**config.mk**
```make
export PLATFORM = sky130hd
export DESIGN_NAME = mhcs_top
export DESIGN_NICKNAME = d
export VERILOG_FILES = /design/src/design/mhcs_pkg.sv /design/src/design/mhcs_sync.sv /design/src/design/mhcs_top.sv
export VERILOG_INCLUDE_DIRS = /design/src /design/src/design
export SDC_FILE = /design/constraint.sdc
export NUM_CORES = 1
export LEC_CHECK = 0
export BUFFER_PORTS_ARGS = -buffer_cell sky130_fd_sc_hd__buf_2
export CAP_MARGIN = 20
export CORE_ASPECT_RATIO = 0.9
export CORE_MARGIN = 8
export CORE_UTILIZATION = 33
export CTS_CLUSTER_DIAMETER = 150
export DETAILED_ROUTE_END_ITERATION = 10
export PLACE_DENSITY_LB_ADDON = 0.25
export SLEW_MARGIN = 20
export SYNTH_ARGS = -nofsm -noshare
export SYNTH_HDL_FRONTEND = slang
export SYNTH_SLANG_ARGS = --single-unit
```
**constraint.sdc**
```tcl
create_clock -name clock -period 3.2 [get_ports clock]
set_input_delay 0.64 -clock clock [delete_from_list [all_inputs] [get_ports clock]]
set_output_delay 0.64 -clock clock [all_outputs]
set_load 0.05 [all_outputs]
```
**src/design/mhcs_regs.svh**
```systemverilog
`ifndef MHCS_REGS_SVH
`define MHCS_REGS_SVH

// Register byte addresses
`define MHCS_CTL_OFS      12'h000
`define MHCS_STAT_OFS     12'h004
// Control field positions
`define MHCS_ODIS_BIT     7
`define MHCS_POL_BIT      6
`define MHCS_SYNC_BIT     5
`define MHCS_SEL_MSB      3
`define MHCS_SEL_LSB      0
// Control reset value and writable mask (bit 4 reads as zero)
`define MHCS_CTL_RST      8'h00
`define MHCS_CTL_MASK     8'hEF
// Carrier select codes
`define MHCS_SEL_GND      4'h0
`define MHCS_SEL_PIN_A    4'h1
`define MHCS_SEL_PIN_B    4'h2
`define MHCS_SEL_REFCLK   4'h3
`define MHCS_SEL_CCP      4'h4
`define MHCS_SEL_RSV_MIN  4'h5
// Status field positions
`define MHCS_STAT_HIGH    0
`define MHCS_STAT_CAR     1

`endif

```
**src/design/mhcs_pkg.sv**
```systemverilog
package mhcs_pkg;

   // Which carrier time the modulator is in
   typedef enum logic [1:0] {
      MHCS_HIGH = 2'b01,
      MHCS_LOW  = 2'b10
   } mhcs_state_t;

endpackage

```
**src/design/mhcs_sync.sv**
```systemverilog
`timescale 1ns/1ps
// Two-stage synchroniser for pins from outside the clock domain
module mhcs_sync #(
   parameter int WIDTH = 1
) (
   input  wire logic             clock,
   input  wire logic             rst_b,
   input  wire logic [WIDTH-1:0] async_in,
   output logic      [WIDTH-1:0] sync_out
);
   logic [WIDTH-1:0] meta_r;

   // First stage feeds only the second stage
   always_ff @(posedge clock) begin
      if (!rst_b) begin
         meta_r   <= '0;
         sync_out <= '0;
      end else begin
         meta_r   <= async_in;
         sync_out <= meta_r;
      end
   end
endmodule

```
**src/design/mhcs_top.sv**
```systemverilog
`timescale 1ns/1ps
// Notes on behaviour
// Output-disable bit blocks carrier drive to pin
// Invert bit inverts the selected high carrier
// Sync set: leave high carrier on falling edge
// Sync clear: leave high carrier at once
// Four-bit select field in low register bits
// Code 0100 routes capture/compare PWM output
// Codes 0101 and above connect nothing
// Codes 0000-0011: ground, pin a, b, refclk
`include "mhcs_regs.svh"

module mhcs_top
   import mhcs_pkg::*;
(
   input  wire logic        clock,
   input  wire logic        rst_b,
   input  wire logic        psel,
   input  wire logic        penable,
   input  wire logic        pwrite,
   input  wire logic [11:0] paddr,
   input  wire logic [31:0] pwdata,
   output logic      [31:0] prdata,
   output logic             pready,
   output logic             pslverr,
   input  wire logic        carrier_input_pin_a,
   input  wire logic        carrier_input_pin_b,
   input  wire logic        ref_clock_out,
   input  wire logic        capture_compare_unit,
   input  wire logic        mod_data_high,
   output logic             high_carrier_r,
   output logic             high_time_active_r,
   output logic             high_carrier_pin_r,
   output logic             high_carrier_pin_en_r
);
   logic [7:0]  high_carrier_control_r;
   logic [1:0]  pins_sync;
   logic        raw_carrier;
   logic        carrier_prev_r;
   logic        carrier_fall;
   logic        access;
   logic        hit_ctl;
   logic        hit_stat;
   logic [31:0] rdata_nxt;
   mhcs_state_t state_r;

   wire odis_bit = high_carrier_control_r[`MHCS_ODIS_BIT];
   wire pol_bit  = high_carrier_control_r[`MHCS_POL_BIT];
   wire sync_bit = high_carrier_control_r[`MHCS_SYNC_BIT];
   wire [3:0] sel_field = high_carrier_control_r[`MHCS_SEL_MSB:`MHCS_SEL_LSB];

   // Carrier pins come from outside the clock domain
   mhcs_sync #(.WIDTH(2)) u_pin_sync (
      .clock    (clock),
      .rst_b    (rst_b),
      .async_in ({carrier_input_pin_b, carrier_input_pin_a}),
      .sync_out (pins_sync)
   );

   // APB decode; one wait state before pready
   assign access   = psel && penable && pready;
   assign hit_ctl  = (paddr == `MHCS_CTL_OFS);
   assign hit_stat = (paddr == `MHCS_STAT_OFS);

   always_ff @(posedge clock) begin
      if (!rst_b) begin
         pready <= 1'b0;
      end else begin
         pready <= psel && penable && !pready;
      end
   end

   // Error flag for unmapped addresses
   always_ff @(posedge clock) begin
      if (!rst_b) begin
         pslverr <= 1'b0;
      end else begin
         pslverr <= psel && penable && !pready && !hit_ctl && !hit_stat;
      end
   end

   // Control register write; bit 4 is not stored
   always_ff @(posedge clock) begin
      if (!rst_b) begin
         high_carrier_control_r <= `MHCS_CTL_RST;
      end else if (access && pwrite && hit_ctl) begin
         high_carrier_control_r <= pwdata[7:0] & `MHCS_CTL_MASK;
      end
   end

   // Read data mux
   always_comb begin
      rdata_nxt = 32'h0000_0000;
      if (hit_ctl) begin
         rdata_nxt[7:0] = high_carrier_control_r;
      end else if (hit_stat) begin
         rdata_nxt[`MHCS_STAT_HIGH] = high_time_active_r;
         rdata_nxt[`MHCS_STAT_CAR]  = high_carrier_r;
      end
   end

   always_ff @(posedge clock) begin
      if (!rst_b) begin
         prdata <= 32'h0000_0000;
      end else if (psel && penable && !pready && !pwrite) begin
         prdata <= rdata_nxt;
      end
   end

   // Carrier source select
   always_comb begin
      unique case (sel_field)
         `MHCS_SEL_GND:    raw_carrier = 1'b0;
         `MHCS_SEL_PIN_A:  raw_carrier = pins_sync[0];
         `MHCS_SEL_PIN_B:  raw_carrier = pins_sync[1];
         `MHCS_SEL_REFCLK: raw_carrier = ref_clock_out;
         `MHCS_SEL_CCP:    raw_carrier = capture_compare_unit;
         default:          raw_carrier = 1'b0;
      endcase
   end

   // Polarity applied to the selected carrier
   always_ff @(posedge clock) begin
      if (!rst_b) begin
         high_carrier_r <= 1'b0;
         carrier_prev_r <= 1'b0;
      end else begin
         high_carrier_r <= raw_carrier ^ pol_bit;
         carrier_prev_r <= high_carrier_r;
      end
   end

   assign carrier_fall = carrier_prev_r && !high_carrier_r;

   // High/low time switching, optionally aligned to a falling edge
   always_ff @(posedge clock) begin
      if (!rst_b) begin
         state_r <= MHCS_LOW;
      end else begin
         unique case (state_r)
            MHCS_HIGH: begin
               if (!mod_data_high && (!sync_bit || carrier_fall)) begin
                  state_r <= MHCS_LOW;
               end
            end
            MHCS_LOW: begin
               if (mod_data_high) begin
                  state_r <= MHCS_HIGH;
               end
            end
            default: state_r <= MHCS_LOW;
         endcase
      end
   end

   always_ff @(posedge clock) begin
      if (!rst_b) begin
         high_time_active_r <= 1'b0;
      end else begin
         high_time_active_r <= (state_r == MHCS_HIGH);
      end
   end

   // Peripheral pin drive, gated by the output-disable bit
   always_ff @(posedge clock) begin
      if (!rst_b) begin
         high_carrier_pin_r    <= 1'b0;
         high_carrier_pin_en_r <= 1'b0;
      end else begin
         high_carrier_pin_r    <= odis_bit ? 1'b0 : high_carrier_r;
         high_carrier_pin_en_r <= !odis_bit;
      end
   end
endmodule

```
Word level (Yosys, flattened, before mapping)
Cells that the tools add are included.
{ "totals": {"ff_bits": 28, "in_bits": 54, "out_inout_bits": 38, "elab_cells": 52} }
{ "classes": {"n_eq_ne": 9, "mux": 7, "n_bitwise": 2, "reduce_logical": 22} }
{ "op_table": {"columns": ["operator", "count"], "rows": [
  ["$eq A12 B3 Y1 const B", 1],
  ["$logic_not A12 Y1", 1],
  ["$logic_and A1 B1 Y1", 10],
  ["$eq A4 B2 Y1 const B", 2],
  ["$logic_not A1 Y1", 8],
  ["$mux W2", 4],
  ["$mux W6", 1],
  ["$eq A4 B1 Y1 const B", 1],
  ["$eq A4 B3 Y1 const B", 1],
  ["$ne A2 B2 Y1 const B", 2],
  ["$pmux W1 S4", 1],
  ["$pmux W2 S2", 1],
  ["$eq A2 B1 Y1 const B", 1],
  ["$eq A2 B2 Y1 const B", 1],
  ["$reduce_and A2 Y1", 1],
  ["$reduce_or A2 Y1", 1],
  ["$logic_or A1 B1 Y1", 1],
  ["$not A1 Y1", 1],
  ["$xor A1 B1 Y1", 1]
]} }

Depth between registers and ports, before layout
{ "depth": {"ltp_word": 6, "depth_mapped": 4, "depth_no_buf": 4} }

Cells and area by module
From an unflattened synthesis, not the netlist that was laid out.
{ "unflattened": {"cells_unflattened": 129, "area_unflattened_um2": 1196.1} }
{ "by_module_without_submodules": {"columns": ["module", "instances", "cells_per_inst", "area_per_inst_um2", "seq_area_each_um2"], "rows": [
  ["mhcs_top", 1, 121, 1091.0, 460.4],
  ["mhcs_sync", 1, 8, 105.1, 80.1]
]} }

Least setup slack after synthesis
OpenSTA, ideal clock, no wires.
{ "synth_path": {"path_type": "input to register", "start": "in paddr[5]", "end": "reg prdata[2]", "setup_ns": 0.059, "arrival_time_ns": 1.481, "t_required_ns": 3.141, "path_slack_ns": 1.660, "path_stages": 4, "path_buffers": 0, "cell_sequence": "nor4_1 and3_2 and4b_4 a22o_2"} }
{ "synth_via": {"elab_chain_len": 2} }
{ "synth_rtl": {"columns": ["element", "line", "text"], "rows": [
  ["from (decl)", "mhcs_top.sv:21", "input wire logic [11:0] paddr,"],
  ["$logic_not A12 Y1 (no line)", null, null],
  ["$mux W6", "mhcs_top.sv:94", "if (hit_ctl) begin"],
  ["to (signal assigned)", "mhcs_top.sv:106", "prdata <= rdata_nxt;"],
  ["to (decl)", "mhcs_top.sv:23", "output logic [31:0] prdata,"]
]} }
Every way passes these cells.
A chain may end at the register's enable or synchronous reset.

Worst setup path in the final report
{ "layout_path": {"start": "reg pready", "end": "out pready"} }
{ "layout_rtl": {"columns": ["element", "line", "text"], "rows": [
  ["from (decl)", "mhcs_top.sv:24", "output logic pready,"],
  ["from (signal assigned)", "mhcs_top.sv:69", "pready <= psel && penable && !pready;"]
]} }
No word-level cell between the ends.

==> run summary <==
status - completed
Routed WL - 2.50 mm
Num CTS Buffers - 3
FFs w/ async S/R, synth - 0
top-area cell type share of the netlist area - 0.453
Die Span Y - 73.0 microns
hold depth - 1
number of global-route vias before repair - 928
via count - 895
end of the worst hold path - u_pin_sync.sync_out[1]
initial antenna violation count - 0
end of the worst register-to-register path - prdata[3]
slowest cell on the critical path - dfxtp_1
Ys Warns - 0
reg2reg start - pready
Synth Register Bits - 27
port bufs - 41
most frequent cells after synthesis - dfxtp_1, buf_4, nand2_1
Critical Path Sink Type - output port
Final Setup Violations - 0
Fin. Hold Viols - 0
hold slack - 438 ps
crit path launch type - flop
pwr dens - 457 mW/mm^2
antenna viol nets, final - 0
clk buf depth - 2
FMAX - 630 MHz
proportion of layout cells with a drive suffix above 1 - 0.322
DRC errors left - 0
die width - 79.4 microns
Clock Pin Slew Worst Setup and Hold Paths - 90 ps
Core Util, Final - 0.407
reg2reg setup slack - 1880 ps
Post-DP HPWL - 2.13 mm
Core ar. - 0.00343 sq mm
Clock Skews - 2.11 ps
fin crit period - 1590 ps
FP Rows - 20
Worst path top cell family by delay - flip-flops
filler cell count in the final layout - 351
EDFF count, synth - 0
gr usage total - 0.0858
hold_buf cts - 0
Hold Path Origin - u_pin_sync.meta_r[1]
crit path DAT - 950 ps
Mean Syn Cell Area - 9.24 sq um
Multi-input gate area - 539 sq um
worst-path cell chain - buf_2
post-CTS setup buffers - 0
worst vdd ir - 0.167 mV
Req. time, crit path - 2560 ps
htree depth - 1
critical path class - reg -> out
TNS Setup - 0 ps
fin. max-slew vios - 0
nets - 226
P_leak - 0.000714 uW
crit path max fanout - 5
post-synthesis sequential area ratio - 0.453
initial core utilization - 0.348
CTS Root Buffer Type - clkbuf_8
RD Place Congestion - 0.745
Antenna Cells - 0
CTS tree - done
worst skew pair latency - 260 ps
via/cell ratio - 4.16
Largest stage delay, worst path - 390 ps
global-route wire length before repair - 3.99 mm
max_cap viols - 0
grt ovf - 0
Mapped Cells - 129
total clock sinks - 27
IO Count - 92
first drt pass iteration count - 4
Die ar. - 0.00580 sq mm
reg2reg path depth - 3
Synth Flop Type - dfxtp_1
Synth area leader - dfxtp_1
synth-to-layout area growth - 16.9%
top post-synthesis cells by area - dfxtp_1, buf_4, nand2_1, mux2i_1, a22o_2
CP Buf/Inv Count - 1
Synth Cell Area - 0.00119 sq mm
period utilization - 0.496
synth unique cells - 28
RSZ-0062 raised after global routing - no
Register Area - 541 sq um
Tightest Hold Check Type - reg -> reg
post-CTS resize count - 0
most common cell in the synthesized netlist - dfxtp_1
largest net degree at the start of global routing - 25
initial DRC count - 38
Routed WL per cell - 11.6 microns
==> per-stage QoR <==
step | worst slack [ps] | instances | area (sq um) | total power, uW
6_report | 1610 | 215 | 1390 | 637
2_1_floorplan | 1660 | 153 | 1280 | 461
4_1_cts | 1600 | 215 | 1390 | 645
5_1_grt | 1550 | 215 | 1390 | 670
3_5_place_dp | 1390 | 211 | 1350 | 460
3_3_place_gp | 1480 | 211 | 1350 | 459
==> placed cells by master, fill, tap and decap left out <==
master / instances
a221oi_1: 1
nor3_1: 3
mux2_2: 1
buf_2: 41
inv_1: 2
and2b_2: 1
nand2b_1: 3
dfxtp_1: 27
o22ai_1: 1
mux2i_1: 8
a22o_2: 5
nand2_1: 22
and2_1: 6
a31oi_1: 1
nand3_1: 2
o21ai_0: 1
nor2b_1: 1
or3_1: 1
conb_1: 25
clkbuf_8: 3
a21oi_1: 3
and4b_4: 1
clkinv_2: 1
and3_2: 1
nor2_1: 5
nand3b_1: 1
nand2_2: 1
mux2_1: 1
nor4_1: 2
==> flip-flops by register name, summed over array words and instances, names as in the netlist, 2 cells and up <==
register	flops
u_pin_sync.meta_r	2
state_r	2
u_pin_sync.sync_out	2
high_carrier_control_r	7
prdata	7
==> power by group <==
group	switching, uW	internal, uW	total, uW	leakage [uW]
logic	88.6	20.1	109	0.000469
clock network	97.3	87.0	184	0.0000255
registers	2.01	342	344	0.000219
==> worst max path at each step <==
stage / startpoint / endpoint / slack [ps] / cells after the start
global route: pready / pready / 1550 / 1
floorplan: paddr[5] / prdata[2] / 1660 / 4
CTS: pready / pready / 1600 / 1
detailed placement: paddr[5] / high_carrier_control_r[1] / 1390 / 5
global placement: rst_b / prdata[6] / 1480 / 4
finish: pready / pready / 1610 / 1
==> per-layer routing <==
layer,share of wire,global-route usage
met5,0,0
met4,0.0096,0.0246
met3,0.12,0.0431
met2,0.48,0.164
met1,0.40,0.0768
==> cell type report <==
class / count / area share
tap: 44 / 0.0395
inverter: 2 / 0.00539
multi-input combinational: 97 / 0.387
timing repair buffer: 41 / 0.147
clock inverter: 1 / 0.00359
clock buffer: 3 / 0.0296
sequential: 27 / 0.388
==> cell families (layout without fill, tap and decap cells) <==
group                  after synthesis  in the layout  synth area share
muxes                               10             10            0.0860
DFF                                 27             27             0.453
other                                1             25           0.00314
buffers and inverters               29             47             0.170
AOI/OAI and AO/OA                   12             12            0.0766
and+or+nand+nor                     50             50             0.211
No activity file was read; power rests on OpenSTA's default activity.
